$ cat config.mk
export PLATFORM = sky130hd
export DESIGN_NAME = xscc_top
export DESIGN_NICKNAME = d
export VERILOG_FILES = /design/src/include/xscc_pkg.sv /design/src/xscc_top.sv
export SDC_FILE = /design/constraint.sdc
export NUM_CORES = 1
export LEC_CHECK = 0
export BUFFER_PORTS_ARGS = -buffer_cell sky130_fd_sc_hd__buf_4
export CAP_MARGIN = 30
export CORE_AREA = 10 10 155 157
export CTS_BUF_LIST = sky130_fd_sc_hd__clkbuf_4
export DETAILED_ROUTE_END_ITERATION = 12
export DIE_AREA = 0 0 165 167
export GPL_TIMING_DRIVEN = 0
export SLEW_MARGIN = 20
export SYNTH_ARGS = -nofsm -noshare
export SYNTH_HDL_FRONTEND = slang
export SYNTH_SLANG_ARGS = --single-unit
$ cat constraint.sdc
create_clock -name i_ref_clk -period 6.4 [get_ports i_ref_clk]
set_clock_uncertainty 0.15 [all_clocks]
set_input_delay 0.96 -clock i_ref_clk [delete_from_list [all_inputs] [get_ports i_ref_clk]]
set_output_delay 0.96 -clock i_ref_clk [all_outputs]
set_load 0.005 [all_outputs]
$ cat src/include/xscc_pkg.sv
// package: constants and types for the x21 switched call control block
// Summary of operation
// - monitor open completes when dce matches target
// - close: housekeeping only if already cleared
// - close normal only if clean clear, no compare error
// - adapter reset before any close completion
// - close leaves interface controlled-not-ready
// - halt aborts open, then clears line
// - never call request after incoming call seen
// - other cp first digits only start rfd timer if off
// - cp digit 0: 60 s wait, cp status
// - cp digit 2/6: clear, buffer, retry status
// - enter call ready via open-for-incoming
// - dce not ready: reminder, monitor, then ready
// - bell status, incoming then in-use indicator
// - dial: halt, home cursor, wait, dial-in
// - enter: outgoing open with selection signals
// - direct: halt, outgoing open without selection
// - ready for data: in-use, data exchange
// - local: halt, not ready; communicate reopens
// - disconnect key: close or halt, then ready
// - timeout or link disconnect drops line
// - keys accepted or ignored per state
`default_nettype none
package xscc_pkg;
	// ----------------------------------------
	// register map
	// ----------------------------------------
	localparam int ADW = 8;
	localparam logic [7:0] OFS_KEY = 8'h00;
	localparam logic [7:0] OFS_STAT = 8'h04;
	localparam logic [7:0] OFS_SEL = 8'h08;
	localparam logic [7:0] OFS_CPB = 8'h0C;
	localparam logic [7:0] OFS_CFG = 8'h10;
	localparam logic [2:0] SZ_WORD = 3'h2;
	localparam logic CFG_MON_RST = 1'b1;
	// ----------------------------------------
	// key and indicator bits
	// ----------------------------------------
	localparam int NKEY = 6;
	localparam int K_DIAL = 0;
	localparam int K_DIRECT = 1;
	localparam int K_DISCONNECT_KEY = 2;
	localparam int K_LOCAL = 3;
	localparam int K_COMM = 4;
	localparam int K_ENTER = 5;
	localparam int NIND = 9;
	localparam int I_READY = 0;
	localparam int I_WAIT = 1;
	localparam int I_DIAL = 2;
	localparam int I_OUT = 3;
	localparam int I_IN = 4;
	localparam int I_USE = 5;
	localparam int I_DISCONNECT_KEY = 6;
	localparam int I_LOCAL = 7;
	localparam int I_CERR = 8;
	// ----------------------------------------
	// call progress and timing
	// ----------------------------------------
	localparam int CP_D1_LSB = 4;
	localparam int CP_DW = 4;
	localparam logic [3:0] CP_WAIT = 4'h0;
	localparam logic [3:0] CP_RETRY_A = 4'h2;
	localparam logic [3:0] CP_RETRY_B = 4'h6;
	localparam int unsigned CLK_HZ = 25_000_000;
	localparam int unsigned T_RFD_S = 2;
	localparam int unsigned T_CPW_S = 60;
	localparam int unsigned T_CLR_S = 2;
	// ----------------------------------------
	// function requests and completions
	// ----------------------------------------
	typedef enum logic [2:0] {
		FR_NONE, FR_OPEN_IN, FR_OPEN_OUT, FR_MON, FR_CLOSE, FR_HALT
	} xscc_fr_t;
	typedef enum logic [2:0] {
		CC_NORMAL, CC_ERROR, CC_BEL, CC_CP, CC_RETRY
	} xscc_cc_t;
endpackage : xscc_pkg
`default_nettype wire

$ cat src/xscc_top.sv
// module: x21 switched call sequencer, link control and register slave
`default_nettype none
module xscc_top #(
	parameter int unsigned RFD_CYC = xscc_pkg::T_RFD_S * xscc_pkg::CLK_HZ,
	parameter int unsigned CPW_CYC = xscc_pkg::T_CPW_S * xscc_pkg::CLK_HZ,
	parameter int unsigned CLR_CYC = xscc_pkg::T_CLR_S * xscc_pkg::CLK_HZ
) (
	// clock and reset
	input wire logic i_ref_clk,
	input wire logic i_rst,
	// ahb-lite slave
	input wire logic i_hsel,
	input wire logic [31:0] i_haddr,
	input wire logic [1:0] i_htrans,
	input wire logic i_hwrite,
	input wire logic [2:0] i_hsize,
	input wire logic [31:0] i_hwdata,
	input wire logic i_hready,
	output logic o_hreadyout,
	output logic o_hresp,
	output logic [31:0] o_hrdata,
	// x21 line status
	input wire logic i_dce_ready,
	input wire logic i_bell,
	input wire logic i_rfd,
	input wire logic i_cp_valid,
	input wire logic [7:0] i_cp_code,
	input wire logic i_clear_done,
	input wire logic i_cmp_err,
	// link level events
	input wire logic i_link_disconnect_key,
	input wire logic i_link_tmo,
	// x21 line control
	output logic o_call_req,
	output logic o_call_acc,
	output logic o_sel_en,
	output logic [31:0] o_sel_data,
	output logic o_clear_req,
	output logic o_adapter_rst,
	output logic o_cnr,
	output logic o_data_phase,
	// operator display
	output logic [xscc_pkg::NIND-1:0] o_ind,
	output logic o_home_cursor
);
	// ----------------------------------------
	// types and state
	// ----------------------------------------
	typedef enum logic [2:0] {
		SQ_IDLE, SQ_MON, SQ_IN, SQ_ACC, SQ_OUT, SQ_CLR, SQ_RST, SQ_POST
	} xscc_sq_t;
	typedef enum logic [3:0] {
		LC_START, LC_MON, LC_READY, LC_HDIAL, LC_DIAL, LC_HDIR,
		LC_HLOC, LC_LOCAL, LC_OUT, LC_IN, LC_DATA, LC_DISCONNECT_KEY
	} xscc_lc_t;

	xscc_sq_t sq_reg, sq_next;
	xscc_lc_t lc_reg, lc_next;
	xscc_pkg::xscc_fr_t frc_reg, frc_next, fr_code;
	xscc_pkg::xscc_cc_t fc_reg, fc_next, cc_code, last_cc_reg;
	logic [31:0] tmr_reg, tmr_next;
	logic ton_reg, ton_next;
	logic data_reg, data_next;
	logic cnr_reg, cnr_next;
	logic clrd_reg, clrd_next;
	logic [7:0] cpb_reg, cpb_next;
	logic cerr_reg, cerr_next;
	logic sel_en_reg, sel_set;
	logic [31:0] sel_reg;
	logic mon_tgt_reg;
	logic last_fin_reg;
	logic [xscc_pkg::NIND-1:0] ind_reg, ind_w;
	logic home_reg;
	logic dph_reg, wr_reg;
	logic [xscc_pkg::ADW-1:0] adr_reg;
	logic [31:0] rdat_reg;
	logic cc_v, cc_fin, fr_go;

	// ----------------------------------------
	// ahb-lite slave, zero wait states
	// ----------------------------------------
	wire logic aph_w;
	wire logic [xscc_pkg::ADW-1:0] a_w;
	wire logic wr_ph;
	wire logic [31:0] stat_w;
	wire logic [31:0] rd_w;
	wire logic [xscc_pkg::NKEY-1:0] key_w;
	assign aph_w = i_hsel && i_hready && i_htrans[1];
	assign a_w = i_haddr[xscc_pkg::ADW-1:0];
	assign wr_ph = dph_reg && wr_reg;
	assign stat_w = {8'h00, lc_reg, last_fin_reg, last_cc_reg, data_reg,
		o_cnr, sq_reg, 1'b0, 1'b0, ind_reg};
	assign rd_w = (a_w == xscc_pkg::OFS_STAT) ? stat_w :
		(a_w == xscc_pkg::OFS_SEL) ? sel_reg :
		(a_w == xscc_pkg::OFS_CPB) ? {24'h000000, cpb_reg} :
		(a_w == xscc_pkg::OFS_CFG) ? {31'h00000000, mon_tgt_reg} : 32'h00000000;
	assign key_w = (wr_ph && adr_reg == xscc_pkg::OFS_KEY) ?
		i_hwdata[xscc_pkg::NKEY-1:0] : '0;
	assign o_hreadyout = 1'b1;
	assign o_hresp = 1'b0;
	assign o_hrdata = rdat_reg;

	always_ff @(posedge i_ref_clk or posedge i_rst) begin
		if (i_rst) begin
			dph_reg <= 1'b0;
			wr_reg <= 1'b0;
			adr_reg <= '0;
			rdat_reg <= 32'h00000000;
			sel_reg <= 32'h00000000;
			mon_tgt_reg <= xscc_pkg::CFG_MON_RST;
		end else begin
			dph_reg <= aph_w;
			wr_reg <= aph_w && i_hwrite && i_hsize == xscc_pkg::SZ_WORD;
			adr_reg <= a_w;
			if (aph_w && !i_hwrite)
				rdat_reg <= rd_w;
			if (wr_ph && adr_reg == xscc_pkg::OFS_SEL)
				sel_reg <= i_hwdata;
			if (wr_ph && adr_reg == xscc_pkg::OFS_CFG)
				mon_tgt_reg <= i_hwdata[0];
		end
	end

	// ----------------------------------------
	// call sequencer
	// ----------------------------------------
	wire logic sq_idle_w;
	wire logic tmo_w;
	wire logic [3:0] cpd_w;
	wire logic fin_w;
	assign sq_idle_w = sq_reg == SQ_IDLE || sq_reg == SQ_POST;
	assign tmo_w = ton_reg && tmr_reg == 32'h00000000;
	assign cpd_w = i_cp_code[xscc_pkg::CP_D1_LSB +: xscc_pkg::CP_DW];
	assign fin_w = cc_v && cc_fin;

	always_comb begin
		sq_next = sq_reg;
		fc_next = fc_reg;
		frc_next = frc_reg;
		tmr_next = (tmr_reg != 32'h00000000) ? tmr_reg - 32'h00000001 : tmr_reg;
		ton_next = ton_reg;
		data_next = data_reg;
		cnr_next = cnr_reg;
		clrd_next = clrd_reg;
		cpb_next = cpb_reg;
		cc_v = 1'b0;
		cc_fin = 1'b0;
		cc_code = xscc_pkg::CC_NORMAL;
		case (sq_reg)
			SQ_IDLE: begin
			end
			SQ_POST: begin
				cc_v = 1'b1;
				cc_fin = 1'b1;
				cc_code = fc_reg;
				sq_next = SQ_IDLE;
			end
			SQ_MON: begin
				if (i_dce_ready == mon_tgt_reg) begin
					fc_next = xscc_pkg::CC_NORMAL;
					sq_next = SQ_POST;
				end
			end
			SQ_IN: begin
				if (i_bell) begin
					cc_v = 1'b1;
					cc_code = xscc_pkg::CC_BEL;
					clrd_next = 1'b0;
					tmr_next = RFD_CYC;
					ton_next = 1'b1;
					sq_next = SQ_ACC;
				end
			end
			SQ_ACC: begin
				if (i_rfd) begin
					data_next = 1'b1;
					ton_next = 1'b0;
					fc_next = xscc_pkg::CC_NORMAL;
					sq_next = SQ_POST;
				end else if (tmo_w) begin
					fc_next = xscc_pkg::CC_ERROR;
					tmr_next = CLR_CYC;
					sq_next = SQ_CLR;
				end
			end
			SQ_OUT: begin
				if (i_rfd) begin
					data_next = 1'b1;
					ton_next = 1'b0;
					fc_next = xscc_pkg::CC_NORMAL;
					sq_next = SQ_POST;
				end else if (i_cp_valid) begin
					cpb_next = i_cp_code;
					if (cpd_w == xscc_pkg::CP_WAIT) begin
						cc_v = 1'b1;
						cc_code = xscc_pkg::CC_CP;
						tmr_next = CPW_CYC;
						ton_next = 1'b1;
					end else if (cpd_w == xscc_pkg::CP_RETRY_A ||
						cpd_w == xscc_pkg::CP_RETRY_B) begin
						cc_v = 1'b1;
						cc_code = xscc_pkg::CC_RETRY;
						fc_next = xscc_pkg::CC_ERROR;
						tmr_next = CLR_CYC;
						ton_next = 1'b1;
						sq_next = SQ_CLR;
					end else if (!ton_reg) begin
						tmr_next = RFD_CYC;
						ton_next = 1'b1;
					end
				end else if (tmo_w) begin
					fc_next = xscc_pkg::CC_ERROR;
					tmr_next = CLR_CYC;
					sq_next = SQ_CLR;
				end
			end
			SQ_CLR: begin
				if (i_cmp_err || tmo_w) begin
					fc_next = xscc_pkg::CC_ERROR;
					ton_next = 1'b0;
					sq_next = SQ_RST;
				end else if (i_clear_done) begin
					ton_next = 1'b0;
					sq_next = SQ_RST;
				end
			end
			SQ_RST: begin
				clrd_next = 1'b1;
				if (frc_reg == xscc_pkg::FR_CLOSE)
					cnr_next = 1'b1;
				sq_next = SQ_POST;
			end
			default: begin
				sq_next = SQ_IDLE;
			end
		endcase
		if (fr_go && fr_code == xscc_pkg::FR_HALT) begin
			frc_next = fr_code;
			fc_next = xscc_pkg::CC_NORMAL;
			data_next = 1'b0;
			tmr_next = CLR_CYC;
			ton_next = 1'b1;
			sq_next = SQ_CLR;
		end else if (fr_go && sq_idle_w && fr_code != xscc_pkg::FR_NONE) begin
			frc_next = fr_code;
			fc_next = xscc_pkg::CC_NORMAL;
			ton_next = 1'b0;
			case (fr_code)
				xscc_pkg::FR_OPEN_IN: begin
					cnr_next = 1'b0;
					if (!i_dce_ready) begin
						fc_next = xscc_pkg::CC_ERROR;
						sq_next = SQ_POST;
					end else begin
						sq_next = SQ_IN;
					end
				end
				xscc_pkg::FR_OPEN_OUT: begin
					cnr_next = 1'b0;
					clrd_next = 1'b0;
					sq_next = SQ_OUT;
				end
				xscc_pkg::FR_MON: begin
					sq_next = SQ_MON;
				end
				xscc_pkg::FR_CLOSE: begin
					data_next = 1'b0;
					tmr_next = CLR_CYC;
					ton_next = !clrd_reg;
					sq_next = clrd_reg ? SQ_RST : SQ_CLR;
				end
				default: begin
					sq_next = sq_reg;
				end
			endcase
		end
	end

	// ----------------------------------------
	// link control and key handling
	// ----------------------------------------
	always_comb begin
		lc_next = lc_reg;
		fr_go = 1'b0;
		fr_code = xscc_pkg::FR_NONE;
		sel_set = 1'b0;
		cerr_next = cerr_reg;
		if (fin_w && cc_code == xscc_pkg::CC_ERROR)
			cerr_next = 1'b1;
		case (lc_reg)
			LC_START: begin
				if (sq_idle_w && i_dce_ready) begin
					fr_go = 1'b1;
					fr_code = xscc_pkg::FR_OPEN_IN;
					lc_next = LC_READY;
				end else if (sq_idle_w) begin
					fr_go = 1'b1;
					fr_code = xscc_pkg::FR_MON;
					cerr_next = 1'b1;
					lc_next = LC_MON;
				end
			end
			LC_MON: begin
				if (fin_w && cc_code == xscc_pkg::CC_NORMAL) begin
					fr_go = 1'b1;
					fr_code = xscc_pkg::FR_OPEN_IN;
					lc_next = LC_READY;
				end else if (fin_w) begin
					lc_next = LC_START;
				end
			end
			LC_READY: begin
				if (fin_w) begin
					lc_next = LC_START;
				end else if (cc_v && cc_code == xscc_pkg::CC_BEL) begin
					lc_next = LC_IN;
				end else if (key_w[xscc_pkg::K_DIAL]) begin
					fr_go = 1'b1;
					fr_code = xscc_pkg::FR_HALT;
					lc_next = LC_HDIAL;
				end else if (key_w[xscc_pkg::K_DIRECT]) begin
					fr_go = 1'b1;
					fr_code = xscc_pkg::FR_HALT;
					lc_next = LC_HDIR;
				end else if (key_w[xscc_pkg::K_LOCAL]) begin
					fr_go = 1'b1;
					fr_code = xscc_pkg::FR_HALT;
					lc_next = LC_HLOC;
				end else if (key_w[xscc_pkg::K_COMM]) begin
					cerr_next = 1'b0;
				end
			end
			LC_HDIAL: begin
				if (fin_w)
					lc_next = LC_DIAL;
			end
			LC_DIAL: begin
				if (key_w[xscc_pkg::K_ENTER]) begin
					fr_go = 1'b1;
					fr_code = xscc_pkg::FR_OPEN_OUT;
					sel_set = 1'b1;
					lc_next = LC_OUT;
				end
			end
			LC_HDIR: begin
				if (fin_w) begin
					fr_go = 1'b1;
					fr_code = xscc_pkg::FR_OPEN_OUT;
					lc_next = LC_OUT;
				end
			end
			LC_HLOC: begin
				if (fin_w)
					lc_next = LC_LOCAL;
			end
			LC_LOCAL: begin
				if (key_w[xscc_pkg::K_COMM]) begin
					fr_go = 1'b1;
					fr_code = xscc_pkg::FR_OPEN_IN;
					lc_next = LC_READY;
				end
			end
			LC_OUT, LC_IN: begin
				if (fin_w && cc_code == xscc_pkg::CC_NORMAL) begin
					lc_next = LC_DATA;
				end else if (fin_w) begin
					lc_next = LC_START;
				end else if (key_w[xscc_pkg::K_DISCONNECT_KEY]) begin
					fr_go = 1'b1;
					fr_code = xscc_pkg::FR_HALT;
					lc_next = LC_DISCONNECT_KEY;
				end
			end
			LC_DATA: begin
				if (key_w[xscc_pkg::K_DISCONNECT_KEY] || i_link_disconnect_key || i_link_tmo) begin
					fr_go = 1'b1;
					fr_code = xscc_pkg::FR_CLOSE;
					lc_next = LC_DISCONNECT_KEY;
				end
			end
			LC_DISCONNECT_KEY: begin
				if (fin_w)
					lc_next = LC_START;
			end
			default: begin
				lc_next = LC_START;
			end
		endcase
	end

	// ----------------------------------------
	// indicators from the next link state
	// ----------------------------------------
	always_comb begin
		ind_w = '0;
		ind_w[xscc_pkg::I_CERR] = cerr_next;
		case (lc_next)
			LC_READY: ind_w[xscc_pkg::I_READY] = 1'b1;
			LC_HDIAL: ind_w[xscc_pkg::I_WAIT] = 1'b1;
			LC_DIAL: ind_w[xscc_pkg::I_DIAL] = 1'b1;
			LC_HDIR, LC_OUT: ind_w[xscc_pkg::I_OUT] = 1'b1;
			LC_IN: ind_w[xscc_pkg::I_IN] = 1'b1;
			LC_DATA: ind_w[xscc_pkg::I_USE] = 1'b1;
			LC_DISCONNECT_KEY: ind_w[xscc_pkg::I_DISCONNECT_KEY] = 1'b1;
			LC_HLOC, LC_LOCAL: ind_w[xscc_pkg::I_LOCAL] = 1'b1;
			default: ind_w[xscc_pkg::I_WAIT] = 1'b0;
		endcase
	end

	assign o_call_req = sq_reg == SQ_OUT;
	assign o_call_acc = sq_reg == SQ_ACC;
	assign o_sel_en = o_call_req && sel_en_reg;
	assign o_sel_data = sel_reg;
	assign o_clear_req = sq_reg == SQ_CLR;
	assign o_adapter_rst = sq_reg == SQ_RST;
	assign o_cnr = cnr_reg || lc_reg == LC_LOCAL;
	assign o_data_phase = data_reg;
	assign o_ind = ind_reg;
	assign o_home_cursor = home_reg;

	always_ff @(posedge i_ref_clk or posedge i_rst) begin
		if (i_rst) begin
			sq_reg <= SQ_IDLE;
			lc_reg <= LC_START;
			frc_reg <= xscc_pkg::FR_NONE;
			fc_reg <= xscc_pkg::CC_NORMAL;
			last_cc_reg <= xscc_pkg::CC_NORMAL;
			last_fin_reg <= 1'b0;
			tmr_reg <= 32'h00000000;
			ton_reg <= 1'b0;
			data_reg <= 1'b0;
			cnr_reg <= 1'b1;
			clrd_reg <= 1'b1;
			cpb_reg <= 8'h00;
			cerr_reg <= 1'b0;
			sel_en_reg <= 1'b0;
			ind_reg <= '0;
			home_reg <= 1'b0;
		end else begin
			sq_reg <= sq_next;
			lc_reg <= lc_next;
			frc_reg <= frc_next;
			fc_reg <= fc_next;
			tmr_reg <= tmr_next;
			ton_reg <= ton_next;
			data_reg <= data_next;
			cnr_reg <= cnr_next;
			clrd_reg <= clrd_next;
			cpb_reg <= cpb_next;
			cerr_reg <= cerr_next;
			ind_reg <= ind_w;
			home_reg <= lc_reg == LC_READY && lc_next == LC_HDIAL;
			if (fr_go && fr_code == xscc_pkg::FR_OPEN_OUT)
				sel_en_reg <= sel_set;
			if (cc_v) begin
				last_cc_reg <= cc_code;
				last_fin_reg <= cc_fin;
			end
		end
	end
endmodule : xscc_top
`default_nettype wire

==> results of run 1 <==
-- per-layer routing --
layer  vias up  share of wire  GRT usage
met2       213           0.46      0.239
met5         -              0          0
met3        19          0.070     0.0394
met4         0          0.013     0.0478
li1       2988              -          -
met1      3098           0.46      0.223
-- cells by family after synthesis --
| kind of cell | Yosys count | synth area share |
|---|---|---|
| xor gates and xnor gates | 30 | 0.0362 |
| DFF | 147 | 0.508 |
| buffers and inverters | 52 | 0.0290 |
| AOI/OAI and AO/OA | 161 | 0.147 |
| muxes | 42 | 0.0649 |
| adders and majority gates | 2 | 0.00345 |
| and+or+nand+nor | 301 | 0.211 |
| other | 2 | 0.00104 |
-- path summary, 6_finish.rpt --
check	startpoint	slack [ns]	cells past startpoint	to
worst max-delay path	sq_reg[1]	2.97	5	o_sel_en
worst min-delay path	i_rst	0.24	2	tmr_reg[6]
worst max register to register	tmr_reg[4]	3.06	8	tmr_reg[28]
worst min register to register	cpb_reg[7]	0.34	2	cpb_reg[7]
max in group asynchronous	i_rst	5.06	3	lc_reg[1]
min in group i_ref_clk	cpb_reg[7]	0.34	2	cpb_reg[7]
-- cells in the final DEF (no fill, tap or decap), drive strengths merged, types with 6 or more instances in the layout --
cell and n:
xnor2 11, nand2b 6, dfrtp 144, inv 25, clkbuf 48, o21ai 51
nand3b 6, xor2 19, nor4 11, a211oi 6, and2 8, or3 10
nand3 18, or4 10, and3 7, mux2 40, nor3 22, a22oi 22
a31oi 6, a21oi 24, nand2 111, o31ai 9, nor2 62, buf 153
-- where the power goes --
group / total, mW / internal [mW] / switching [mW]
combinational: 1.04 / 0.414 / 0.628
clock: 0.610 / 0.213 / 0.397
sequential: 1.20 / 1.08 / 0.122
-- final cells by class --
class / count / area [µm²] / area share
antenna: 1 / 2.50 / 0.000277
buffer: 37 / 154 / 0.0171
clock buffer: 17 / 128 / 0.0141
clock inverter: 15 / 163 / 0.0180
inverter: 15 / 63.8 / 0.00707
multi-input combinational: 538 / 3370 / 0.373
sequential: 147 / 3680 / 0.408
tap: 275 / 344 / 0.0381
timing repair buffer: 147 / 1120 / 0.124
==> results.md, run 1 <==
- The flow ran to the end, and the final reports show no timing, DRC or antenna violations.
- The mean area per synthesized cell is 9.84 µm².
- CTS placed an instance of sky130_fd_sc_hd__clkbuf_4 at the clock tree root.
- The final design utilization is 0.433.
- The hold violation total from the final report is 0.
- The path class of the lowest-slack min-delay path is input pin to async pin.
- The most used flip-flop cell after synthesis is sky130_fd_sc_hd__dfrtp_1.
- The most numerous cell type found on the critical path is sky130_fd_sc_hd__clkbuf_1.
- The number of nets at the end of the flow is between 900 and 1,000.
- Row generation in the floorplan step produced 53 rows.
- The initial antenna violation count is 1.
- The number of setup buffers added after CTS is 0.
- The count of nets left with antenna violations once routing finished came out at 0.
- STA classifies the critical path startpoint as a flop.
- In the routed design, unresolved DRC markers number 0.
- After detailed placement, the total cell area comes to ~8700 µm².
- The starting DRC count in detailed routing is 586.
- Input and output buffers added on the ports amount to 144.
- The hold buffer count at CTS is 0.
- The number of distinct standard cells referenced by the synthesized netlist is 76.
- The time the final worst path needs with I/O delays and setup is between 3 and 4 ns.
- Setup repair after global routing left no endpoint under its margin.
- The number of gates resized after CTS was 0.
- The worst setup path is captured at an output pin.
- The total power after layout is about 2.9 mW.
- The clock-pin transition on the worst setup and hold timing paths is 0.15 ns.
- Once routing completed, OpenROAD measured the worst setup slack at 2.97 ns.
- The reported max-cap violation count is 0.
- The first global-routing pass estimated 34.9 mm of wire.
- Summed over all cells, the static leakage comes to 3.99 nW.
- The synthesized design spends more area on one cell type than any other, namely sky130_fd_sc_hd__dfrtp_1.
- The total number of vias is 6,318.
- The critical path goes through clkbuf_1, clkbuf_1, nor2_1, and3_1, buf_4.
- Measured against its own limit, the worst slew margin works out to 0.405.
- At the later pin of the worst-skew pair, clock insertion delay measures 0.57 ns.
- The count of flip-flops with a built-in enable after synthesis is 0.
- At the worst endpoint, the required time is approximately 5.3 ns.
- The routability-driven placement congestion ratio is 0.866.
- The final max-slew violation count is 0.
- For this design the ratio of total power to cell area is 316 nW/µm².
- Measured along the y axis, the die boundary spans 167 µm.
- The arrival time of data at the critical path endpoint is 2.32 ns.
- By count the netlist is led by sky130_fd_sc_hd__dfrtp_1 (144), sky130_fd_sc_hd__nand2_1 (111), sky130_fd_sc_hd__nor2_1 (62), sky130_fd_sc_hd__o21ai_0 (50), sky130_fd_sc_hd__mux2_2 (40).
- The number of fillers in the final layout is 2,082.
- After synthesis the cells add up to 7250 µm².
- Hold timing on the final database bottoms out at a slack of 0.240 ns.
- The aggregate negative setup slack is 0 ns.
- The HPWL after detailed placement is 17.2 mm.
- The ratio of routed vias to standard cells is 5.30.
- The post-synthesis async set-or-reset flop share is 1.00.
- TritonCTS built the clock tree.
- The share of the Yosys chip area taken by registers is 0.508.
- The placeable core region is 20,800 µm².
- The number of nets handed over by synthesis was 829.
- In this design, the stage delay of the slowest critical-path cell is roughly 0.53 ns.
- The number of setup violations in the final report is 0.
- The synthesis-stage register bit count is 147.
- Relative to the synthesized area, the layout overhead comes to 24.4%.
- The most used standard cell by instance count after synthesis is sky130_fd_sc_hd__dfrtp_1.
- The slowest stage cell on the critical path is sky130_fd_sc_hd__clkbuf_1.
- The share of synthesized area in the top cell type comes to 0.497.
- For this configuration, the core starts out at a cell density of 0.348.
- The all-layer global routing usage is 0.160.
- For the pin with the worst max-slew slack, the measured transition is 0.893 ns.
- IR analysis of the VDD net gives a maximum drop of 127 µV.
- Ranked by total cell area, the synthesized netlist is headed by sky130_fd_sc_hd__dfrtp_1 (50%), sky130_fd_sc_hd__mux2_2 (6.2%), sky130_fd_sc_hd__nand2_1 (5.7%), sky130_fd_sc_hd__o21ai_0 (3.5%), sky130_fd_sc_hd__nor2_1 (3.2%).
- In the final routed layout, each cell accounts on average for 18.8 µm.
- OpenSTA, run right after detailed placement, puts the worst setup slack at around 2.5 ns.
- The total overflow reported by the global router is 0.
- Entering global routing, the biggest net connects just over 90 pins.
- Of the cells placed in the final design, the portion with a size suffix greater than 1 is 0.272.
- The fmax is 292 MHz.
- The I/O pin count is 173.
- Grouping stages by cell kind, the critical path spends the most delay in buffers and inverters.
- In this run the deepest clock path goes through 2 buffers.
- The finished cells cover about 9000 µm².
- The number of buffer and inverter instances along the worst setup path is 3.
- The number of warnings issued by yosys is 0.
- The startpoint-to-endpoint class of the critical path is flop to output pin.
- Buffers inserted during clock tree synthesis total 17.
- The sink count of the clock tree is roughly 150.
- Counting every instance in the synthesized netlist gives 737.
- The post-route clock period utilization is 0.535.
- Leaving out filler cells and counting taps, the final layout contains roughly 1,200.
- Of all nets on the critical path, the largest fanout is 10.
- After detailed placement, the design holds a cell count of 1,158.
- The number of global-route vias before repair came to 6,020.
- The total wire length is 22.4 mm.
- The die area is 27,600 µm².
- The number of optimization iterations in the first detailed-route pass is 5.
- The die is roughly 170 µm wide.
- The H-tree was split into 4 levels.
Power figures use the tool's default switching activity.
==> inputs of run 2 (changes only) <==
==> constraint.sdc (replaced) <==
create_clock -name i_ref_clk -period 2.8 [get_ports i_ref_clk]
set_clock_uncertainty 0.15 [all_clocks]
set_input_delay 0.42 -clock i_ref_clk [delete_from_list [all_inputs] [get_ports i_ref_clk]]
set_output_delay 0.42 -clock i_ref_clk [all_outputs]
set_load 0.005 [all_outputs]
==> run 2 against run 1 <==
Against the previous run: sequential share of layout area is 3.8 points lower; wire length is 5.8% higher; critical path depth is 1 higher; critical path type is now flop to flop; global-route usage is 0.86 points higher; non-clock buffer count is 69 higher; die area stayed put; setup slack worse by 2.9 ns; count of clock-buffer cells in the layout stayed put; core utilization is 4.5 points higher; sequential cell count stayed put; critical endpoint is now tmr_reg[27]; worst hold slack worse by 0.18 ns; total power is 140% higher; largest power group unchanged.
==> results.md, run 2 (same netlist as run 1, synthesis figures left out) <==
- Result of the run: completed (unchanged).
- The kind of launch point of the worst setup path is a flop (unchanged).
- The internal power came to 4.00 mW (was 1.71 mW).
- The final max-slew violation count came to 0 (unchanged).
- The number of cells traversed by the worst register-to-register path is 6 (was 8).
- The vertical die dimension is 167 µm (unchanged).
- The ratio of routed vias to standard cells is 5.18 (was 5.30).
- The remaining number of nets flagged by the antenna check after routing is 0 (unchanged).
- The data required time of the worst path is 3.15 ns (was 5.29 ns).
- The endpoint class of the critical path is a flop (was output pin).
- The clock tree from TritonCTS is done (unchanged).
- The worst hold-check slack came to 0.0562 ns (was 0.240 ns).
- The switching component of the power is 2.76 mW (was 1.15 mW).
- The fraction of power spent switching nets is 0.409 (was 0.402).
- The sequential fraction of design power is 0.411 (was 0.421).
- The busiest metal layer after global routing is met2 (unchanged).
- The final non-filler cell area is 9960 µm² (was 9020 µm²).
- The most common library cell in the layout ignoring fill and taps is sky130_fd_sc_hd__buf_4 (unchanged).
- The average routed wire per standard cell is 18.8 µm (about the same).
- The number of optimization iterations in the first detailed-route pass is 5 (unchanged).
- The synthesis-to-layout area growth was 37.3% (was 24.4%).
- The I/O pin count is 173 (unchanged).
- The number of buffer and inverter instances along the worst setup path is 0 (was 3).
- The post-detailed-placement cell area is 8800 µm² (was 8720 µm²).
- The non-filler instance count after layout is 1,261 (was 1,192).
- The number of CTS-inserted buffers was 17 (unchanged).
- The clock-pin transition on the worst setup and hold timing paths is 0.15 ns (about the same).
- The proportion of layout cells with a drive suffix above 1 came to 0.310 (was 0.272).
- The routability-driven placement congestion ratio is 0.901 (was 0.866).
- The number of rows created at floorplan was 53 (unchanged).
- The number of nets at the end of the flow is 1,064 (was 995).
- The arrival time of data at the critical path endpoint is 3.11 ns (was 2.32 ns).
- The worst-skew pair later-pin latency is 0.57 ns (about the same).
- The hold violation total from the final report came to 0 (unchanged).
- The path class of the lowest-slack min-delay path is input pin to flop (was input pin to async pin).
- The worst-margin pin slew is 0.653 ns (was 0.893 ns).
- The number of global-route vias before repair is 6,481 (was 6,020).
- Unrepaired setup endpoints after global routing: yes (was no).
- The slowest stage cell on the critical path is sky130_fd_sc_hd__or4_4 (was sky130_fd_sc_hd__clkbuf_1).
- The starting DRC count in detailed routing is 541 (was 586).
- The H-tree depth came to 4 (unchanged).
- The family of cells with the greatest summed delay on the critical path is simple AND/OR/NAND/NOR gates (was buffers and inverters).
- Sequence of cells on the critical path: or4_4, nand3b_4, or4_4, or4_4, xor2_1, a21boi_1 (was clkbuf_1, clkbuf_1, nor2_1, and3_1, buf_4).
- The maximum fanout along the worst path came to 7 (was 10).
- The floorplan die width is 165 µm (unchanged).
- Static timing analysis puts the maximum clock frequency at 363 MHz.
- The global-route wire length before repair is 37.0 mm (was 34.9 mm).
- The number of port buffers is 144 (unchanged).
- The maximum VDD drop is 281 µV (was 127 µV).
- The setup slack of the worst register-to-register path came to 0.05 ns (was 3.06 ns).
- The number of buffers between clock root and the deepest sink is 2 (unchanged).
- After layout, the minimum clock period comes to 2.75 ns.
- The instance count after placement with tap cells included is 1,162 (was 1,158).
- The global routing met2 resource utilization is 0.258 (was 0.239).
- The end point of the most critical hold path is fc_reg[0].
- The initial core utilization is 0.348 (unchanged).
- The reported max-cap violation count is 0 (unchanged).
- The initial antenna violation count is 1 (unchanged).
- The HPWL after detailed placement came to 17.6 mm (was 17.2 mm).
- The delay of the slowest cell on the worst path came to 0.60 ns (was 0.53 ns).
- The worst slew margin relative to its limit is 0.565 (was 0.405).
- The total wire length is 23.7 mm (was 22.4 mm).
- The number of remaining DRC errors is 0 (unchanged).
- The leakage power figure is 4.37 nW (was 3.99 nW).
- Highest-count cells in the layout ignoring fill and taps: sky130_fd_sc_hd__buf_4 (165), sky130_fd_sc_hd__dfrtp_1 (143), sky130_fd_sc_hd__nand2_1 (110) (was sky130_fd_sc_hd__buf_4 (147), sky130_fd_sc_hd__dfrtp_1 (144), sky130_fd_sc_hd__nand2_1 (111)).
- The fraction of met3 tracks used by global routing was 0.0382 (was 0.0394).
- The dominant cell type by count on the critical path is sky130_fd_sc_hd__or4_4 (was sky130_fd_sc_hd__clkbuf_1).
- The sink count of the clock tree came to 147 (unchanged).
- The die area is 27,600 µm² (unchanged).
- The share of power burned in the clock network is 0.182 (was 0.214).
- The endpoint of the most critical register-to-register path is tmr_reg[27] (was tmr_reg[28]).
- The aggregate negative setup slack came to 0 ns (unchanged).
- The total power after layout is 6.76 mW (was 2.86 mW).
- The total overflow reported by the global router came to 0 (unchanged).
- The all-layer global routing usage is 0.169 (was 0.160).
- The fraction of power consumed by combinational cells was 0.406 (was 0.365).
- The source of the worst hold timing path is i_dce_ready.
- The clock root buffer is sky130_fd_sc_hd__clkbuf_4 (unchanged).
- The power density over cell area was 679 nW/µm² (was 316 nW/µm²).
- The startpoint of the lowest-slack register-to-register path was tmr_reg[9] (was tmr_reg[4]).
- The worst hold path stage count is 3.
- The global-route track usage on met1 is 0.229 (was 0.223).
- The largest net degree at the start of global routing is 34 (was 93).
- The total number of vias is 6,529 (was 6,318).
- The startpoint-to-endpoint class of the critical path is flop to flop (was flop to output pin).
- The placeable core region was 20,800 µm² (unchanged).
- The number of setup violations in the final report is 0 (unchanged).
- The post-route clock period utilization is 0.984.
[run 2: changes by cell type in the layout (fill, tap and decap cells not counted), moves of 4 or more]
| cell | previous run | this run |
|---|---|---|
| sky130_fd_sc_hd__buf_4 | 147 | 165 |
| sky130_fd_sc_hd__clkinvlp_4 | 0 | 4 |
| sky130_fd_sc_hd__buf_12 | 0 | 4 |
| sky130_fd_sc_hd__a21oi_1 | 24 | 19 |
| sky130_fd_sc_hd__clkbuf_1 | 30 | 21 |
| sky130_fd_sc_hd__nor4_1 | 7 | 3 |
| sky130_fd_sc_hd__dlygate4sd3_1 | 0 | 53 |
| sky130_fd_sc_hd__clkbuf_2 | 1 | 6 |
| sky130_fd_sc_hd__a21oi_2 | 0 | 4 |
[run 2: worst max-delay path by stage]
stage	startpoint	end	slack [ns]	depth (start not counted)
floorplan	tmr_reg[24]	tmr_reg[28]	0.14	8
global placement	i_bell	tmr_reg[3]	-0.72	8
detailed placement	i_bell	tmr_reg[3]	-0.72	8
CTS	tmr_reg[8]	tmr_reg[27]	-0.03	6
global route	lc_reg[0]	sq_reg[0]	-0.04	9
finish	tmr_reg[9]	tmr_reg[27]	0.05	6
[run 2: what timing repair did]
action | 4_1_cts | 5_1_grt
pin swaps | 4 | 10
resized for setup | 31 | 32
setup buffers | 3 | 12
hold buffers | 53 | 0
hold endpoints to repair | 69 | 0
setup endpoints to repair | 52 | 61
[run 2: stage by stage]
step	setup slack, ns	util
3_3_place_gp	-0.721	0.417
2_1_floorplan	0.138	-
6_report	0.0461	0.478
4_1_cts	-0.0342	0.468
5_1_grt	-0.0372	0.478
3_5_place_dp	-0.715	0.423
[run 2: power by group through the flow]
stage	combinational (mW)	sequential (mW)	clock [mW]
after CTS	2.58	2.78	1.28
after detailed placement	2.38	2.79	0
after global routing	3.01	2.83	1.37
final	2.75	2.78	1.23
after floorplan	1.62	2.71	0
after global placement	2.36	2.79	0
[run 2: worst register-to-register path, cell delays in order, from the launching register on]
cell and delay, ns:
sky130_fd_sc_hd__dfrtp_1 0.43, sky130_fd_sc_hd__or4_4 0.57, sky130_fd_sc_hd__nand3b_4 0.24, sky130_fd_sc_hd__or4_4 0.60, sky130_fd_sc_hd__or4_4 0.43, sky130_fd_sc_hd__xor2_1 0.16
sky130_fd_sc_hd__a21boi_1 0.12
[run 2: cell type report]
type	instances	area, µm²
inverters	15	60.1
clock buffers	17	128
plain buffers	35	166
well taps	275	344
multi-input cells	538	3610
clock inverters	15	120
diodes	1	2.50
flip-flops and latches	147	3680
fillers	1973	10900
repair buffers	218	1840
[run 2: layer usage]
| metal | routed length, µm | part of all wire | vias up |
|---|---|---|---|
| met5 | 0 | 0 | - |
| met4 | 517 | 0.022 | 0 |
| met3 | 1550 | 0.065 | 35 |
| met2 | 10800 | 0.46 | 220 |
| met1 | 10700 | 0.45 | 3142 |
| li1 | - | - | 3132 |
==> inputs of run 3 (changes only) <==
--- a/config.mk
+++ b/config.mk
@@ -5,12 +5,13 @@
 export SDC_FILE = /design/constraint.sdc
 export NUM_CORES = 1
 export LEC_CHECK = 0
+export ABC_AREA = 1
 export BUFFER_PORTS_ARGS = -buffer_cell sky130_fd_sc_hd__buf_4
 export CAP_MARGIN = 30
-export CORE_AREA = 10 10 155 157
+export CORE_AREA = 10 10 161 163
 export CTS_BUF_LIST = sky130_fd_sc_hd__clkbuf_4
 export DETAILED_ROUTE_END_ITERATION = 12
-export DIE_AREA = 0 0 165 167
+export DIE_AREA = 0 0 171 173
 export GPL_TIMING_DRIVEN = 0
 export SLEW_MARGIN = 20
 export SYNTH_ARGS = -nofsm -noshare
==> run 3 against run 2 <==
Against the previous run: combinational power decreased by 6%; wire length up 5.7%; via count grew 14%; die area is 7.4% higher; sequential share of layout area is 1.1 points lower; setup slack better by 0.16 ns; core utilization is 2.4 points lower; cell area increased by 3.0%; fmax rose by 6.4%.
==> results.md, run 3 <==
- The number of buffer and inverter instances along the worst setup path is 1 (was 0).
- The data required time of the worst path is 3.16 ns (was 3.15 ns).
- Highest-count cells in the layout ignoring fill and taps: sky130_fd_sc_hd__nand2_1 (231), sky130_fd_sc_hd__nor2_1 (155), sky130_fd_sc_hd__buf_4 (148) (was sky130_fd_sc_hd__buf_4 (165), sky130_fd_sc_hd__dfrtp_1 (143), sky130_fd_sc_hd__nand2_1 (110)).
- The worst-skew pair later-pin latency is 0.59 ns (was 0.57 ns).
- The area share of the largest cell type after synthesis is 0.462 (was 0.497).
- The cell type with the highest aggregate area in the netlist is sky130_fd_sc_hd__dfrtp_1 (unchanged).
- The routability-driven placement congestion ratio is 0.916 (was 0.901).
- The number of optimization iterations in the first detailed-route pass is 5 (unchanged).
- The maximum VDD drop was 310 µV (was 281 µV).
- The worst slew margin relative to its limit is 0.444 (was 0.565).
- The initial antenna violation count is 1 (unchanged).
- The synthesis-stage register bit count came to 147 (unchanged).
- The kind of launch point of the worst setup path was a flop (unchanged).
- The post-route clock period utilization is 0.925 (was 0.984).
- The wire length the detailed router placed on met1 is 10.5 mm (was 10.7 mm).
- The average routed wire per standard cell is 16.4 µm (was 18.8 µm).
- The sequential area share after synthesis is 0.472 (was 0.508).
- The gate count after technology mapping is 1,004 (was 737).
- The initial core utilization is 0.346 (was 0.348).
- The sink count of the clock tree is 147 (unchanged).
- The maximum fanout along the worst path is 10 (was 7).
- The combined area of the multi-input logic cells is 3570 µm² (was 3610 µm²).
- The sequential cell area in the final layout is 3680 µm² (about the same).
- The number of setup buffers added after CTS was 0 (was 3).
- Top post-synthesis cells by area: sky130_fd_sc_hd__dfrtp_1 (46%), sky130_fd_sc_hd__nand2_1 (11%), sky130_fd_sc_hd__nor2_1 (7.7%), sky130_fd_sc_hd__inv_1 (5.4%), sky130_fd_sc_hd__nand3_1 (5.1%) (was sky130_fd_sc_hd__dfrtp_1 (50%), sky130_fd_sc_hd__mux2_2 (6.2%), sky130_fd_sc_hd__nand2_1 (5.7%), sky130_fd_sc_hd__o21ai_0 (3.5%), sky130_fd_sc_hd__nor2_1 (3.2%)).
- The fmax is 386 MHz (was 363 MHz).
- The number of global-route vias before repair is 7,521 (was 6,481).
- The least setup slack across all paths after layout is 0.211 ns (was 0.0461 ns).
- The clock tree from TritonCTS is done (unchanged).
- The most common library cell in the layout ignoring fill and taps is sky130_fd_sc_hd__nand2_1 (was sky130_fd_sc_hd__buf_4).
- The number of setup violations in the final report was 0 (unchanged).
- The prevailing post-synth register cell is sky130_fd_sc_hd__dfrtp_1 (unchanged).
- The aggregate negative setup slack is 0 ns (unchanged).
- The remaining number of nets flagged by the antenna check after routing is 0 (unchanged).
- The power density over cell area is 675 nW/µm² (was 679 nW/µm²).
- The startpoint-to-endpoint class of the critical path is flop to flop (unchanged).
- The vertical die dimension is 173 µm (was 167 µm).
- The worst setup slack before clock tree synthesis came to 0.0955 ns (was -0.715 ns).
- The starting DRC count in detailed routing is 404 (was 541).
- The family of cells with the greatest summed delay on the critical path is simple AND/OR/NAND/NOR gates (unchanged).
- Commonest cells in the netlist: sky130_fd_sc_hd__nand2_1 (233), sky130_fd_sc_hd__nor2_1 (159), sky130_fd_sc_hd__dfrtp_1 (144), sky130_fd_sc_hd__inv_1 (113), sky130_fd_sc_hd__nand3_1 (80) (was sky130_fd_sc_hd__dfrtp_1 (144), sky130_fd_sc_hd__nand2_1 (111), sky130_fd_sc_hd__nor2_1 (62), sky130_fd_sc_hd__o21ai_0 (50), sky130_fd_sc_hd__mux2_2 (40)).
- The HPWL after detailed placement was 19.2 mm (was 17.6 mm).
- The clock root buffer is sky130_fd_sc_hd__clkbuf_4 (unchanged).
- The wire length on met3 was 1.71 mm (was 1.55 mm).
- The dominant cell type by count on the critical path is sky130_fd_sc_hd__nand2_4 (was sky130_fd_sc_hd__or4_4).
- The number of warnings issued by yosys was 0 (unchanged).
- The proportion of layout cells with a drive suffix above 1 is 0.208 (was 0.310).
- The number of buffers between clock root and the deepest sink is 2 (unchanged).
- The number of remaining DRC errors is 0 (unchanged).
- The area of the mapped netlist is 7800 µm² (was 7250 µm²).
- The total number of vias is 7,428 (was 6,529).
- The leakage power figure is 5.02 nW (was 4.37 nW).
- The total overflow reported by the global router is 0 (unchanged).
- The mean area per synthesized cell came to 7.77 µm² (was 9.84 µm²).
- The number of fillers in the final layout is 2,262 (was 1,973).
- The number of CTS-inserted buffers is 17 (unchanged).
- The number of nets produced by synthesis came to 1,096 (was 829).
- The hold violation total from the final report is 0 (unchanged).
- The number of rows created at floorplan is 55 (was 53).
- The H-tree depth was 4 (unchanged).
- The most used standard cell by instance count after synthesis is sky130_fd_sc_hd__nand2_1 (was sky130_fd_sc_hd__dfrtp_1).
- The largest net degree at the start of global routing is 32 (was 34).
- The I/O pin count is 173 (unchanged).
- The endpoint class of the critical path was a flop (unchanged).
- The amount of wire on met2 after detailed routing is 12.4 mm (was 10.8 mm).
- The count of flip-flops with a built-in enable after synthesis was 0 (unchanged).
- The worst-margin pin slew is 0.827 ns (was 0.653 ns).
- The final max-slew violation count is 0 (unchanged).
- Result of the run: completed (unchanged).
- The uppermost layer routed is met4 (unchanged).
- The post-synthesis async set-or-reset flop share is 1.00 (unchanged).
- The placeable core region is 22,600 µm² (was 20,800 µm²).
- The reported max-cap violation count is 0 (unchanged).
- The number of nets at the end of the flow is 1,319 (was 1,064).
- The path class of the lowest-slack min-delay path was input pin to flop (unchanged).
- The time the final worst path needs with I/O delays and setup is 2.59 ns (was 2.75 ns).
- The arrival time of data at the critical path endpoint is 2.95 ns (was 3.11 ns).
- The ratio of routed vias to standard cells was 4.87 (was 5.18).
- The clock-pin transition on the worst setup and hold timing paths is 0.16 ns (was 0.15 ns).
- The die area was 29,600 µm² (was 27,600 µm²).
- The floorplan die width is 171 µm (was 165 µm).
- The global-route wire length before repair was 39.8 mm (was 37.0 mm).
- The total wire length was 25.0 mm (was 23.7 mm).
- The all-layer global routing usage is 0.168 (was 0.169).
- Sequence of cells on the critical path: nor2_4, nand2_4, nor2_8, nand2_4, nand2_2, nand3_2, nand3_2, nand2_1, nand3_4, nand2_4, inv_2, nand2_4, a21oi_1 (was or4_4, nand3b_4, or4_4, or4_4, xor2_1, a21boi_1).
- The slowest stage cell on the critical path is sky130_fd_sc_hd__dfrtp_1 (was sky130_fd_sc_hd__or4_4).
- The delay of the slowest cell on the worst path came to 0.53 ns (was 0.60 ns).
- The synthesis-to-layout area growth is 31.5% (was 37.3%).
- The number of distinct standard cells referenced by the synthesized netlist came to 42 (was 76).
- The number of port buffers is 144 (unchanged).
## run 3: cell count changes in the layout (fill, tap and decap cells not counted), sizes merged, moves of 10 or more
cell / before / now
nand2: 111 / 242
mux2: 40 / 24
a21oi: 24 / 59
nor2: 62 / 166
a22oi: 22 / 1
o21ai: 51 / 33
clkbuf: 46 / 32
buf: 171 / 159
or4: 10 / 0
nand3: 18 / 87
inv: 21 / 125
or3: 10 / 0
## run 3: kinds of logic (layout without fill, tap and decap cells)
logic type                 after synthesis  count (layout)  synth area share
AOI/OAI and AO/OA                      117             117            0.0831
xor gates and xnor gates                20              20            0.0225
adders and majority gates                2               2           0.00321
buffers and inverters                  143             379            0.0739
DFF                                    147             147             0.472
muxes                                   24              24            0.0346
other                                    2               3          0.000963
and+or+nand+nor                        549             549             0.310
## run 3: worst register-to-register path, delay by kind of cell, from the launching register on
kind / cells / cell delay (ns)
simple gates: 11 / 1.52
flops: 1 / 0.53
buf+inv: 1 / 0.18
compound gates: 1 / 0.14
## run 3: power by group
| group | leakage, nW | internal, mW | switching (mW) |
|---|---|---|---|
| combinational | 3.07 | 0.998 | 1.59 |
| clock | 0.172 | 0.448 | 1.07 |
| sequential | 1.78 | 2.52 | 0.300 |
| total | 5.02 | 3.96 | 2.96 |
## run 3: cell type report
cell class | count | share of cell area
clock inverter | 15 | 0.0196
sequential | 147 | 0.359
antenna | 1 | 0.000244
multi-input combinational | 714 | 0.348
clock buffer | 17 | 0.0124
timing repair buffer | 204 | 0.170
inverter | 118 | 0.0435
buffer | 25 | 0.0131
tap | 285 | 0.0348
## run 3: per-stage QoR
| step | power, mW | cells | utilization | hold WS (ns) | cell area, µm² |
|---|---|---|---|---|---|
| after global placement | 5.34 | 1433 | 0.409 | 0.308 | 9240 |
| after CTS | 6.97 | 1525 | 0.453 | 0.0349 | 10200 |
| after global routing | 7.47 | 1526 | 0.454 | 0.0276 | 10300 |
| final | 6.92 | 1526 | 0.454 | 0.0659 | 10300 |
| after floorplan | 4.52 | 1004 | - | 0.292 | 7800 |
| after detailed placement | 5.38 | 1438 | 0.414 | 0.300 | 9360 |
## run 3: metal layers
layer | up-vias | global-route usage
met2 | 217 | 0.282
met4 | 0 | 0.0471
met3 | 28 | 0.0526
li1 | 3698 | -
met5 | - | 0
met1 | 3485 | 0.201
## run 3: path summary, 6_finish.rpt
check,from,endpoint,slack (ns),cells after the start
min reg2reg,last_fin_reg,last_fin_reg,0.34,2
min in group asynchronous,i_rst,tmr_reg[2],0.23,3
min,i_rfd,o_data_phase,0.07,3
max,sq_reg[1],tmr_reg[0],0.21,13
max reg2reg,sq_reg[1],tmr_reg[0],0.21,13
max in group asynchronous,i_rst,o_sel_data[19],1.35,6
## run 3: repair_timing
item	4_1_cts	5_1_grt
resized for setup	0	7
hold buffers	55	0
hold endpoints to repair	72	0
setup endpoints to repair	0	35
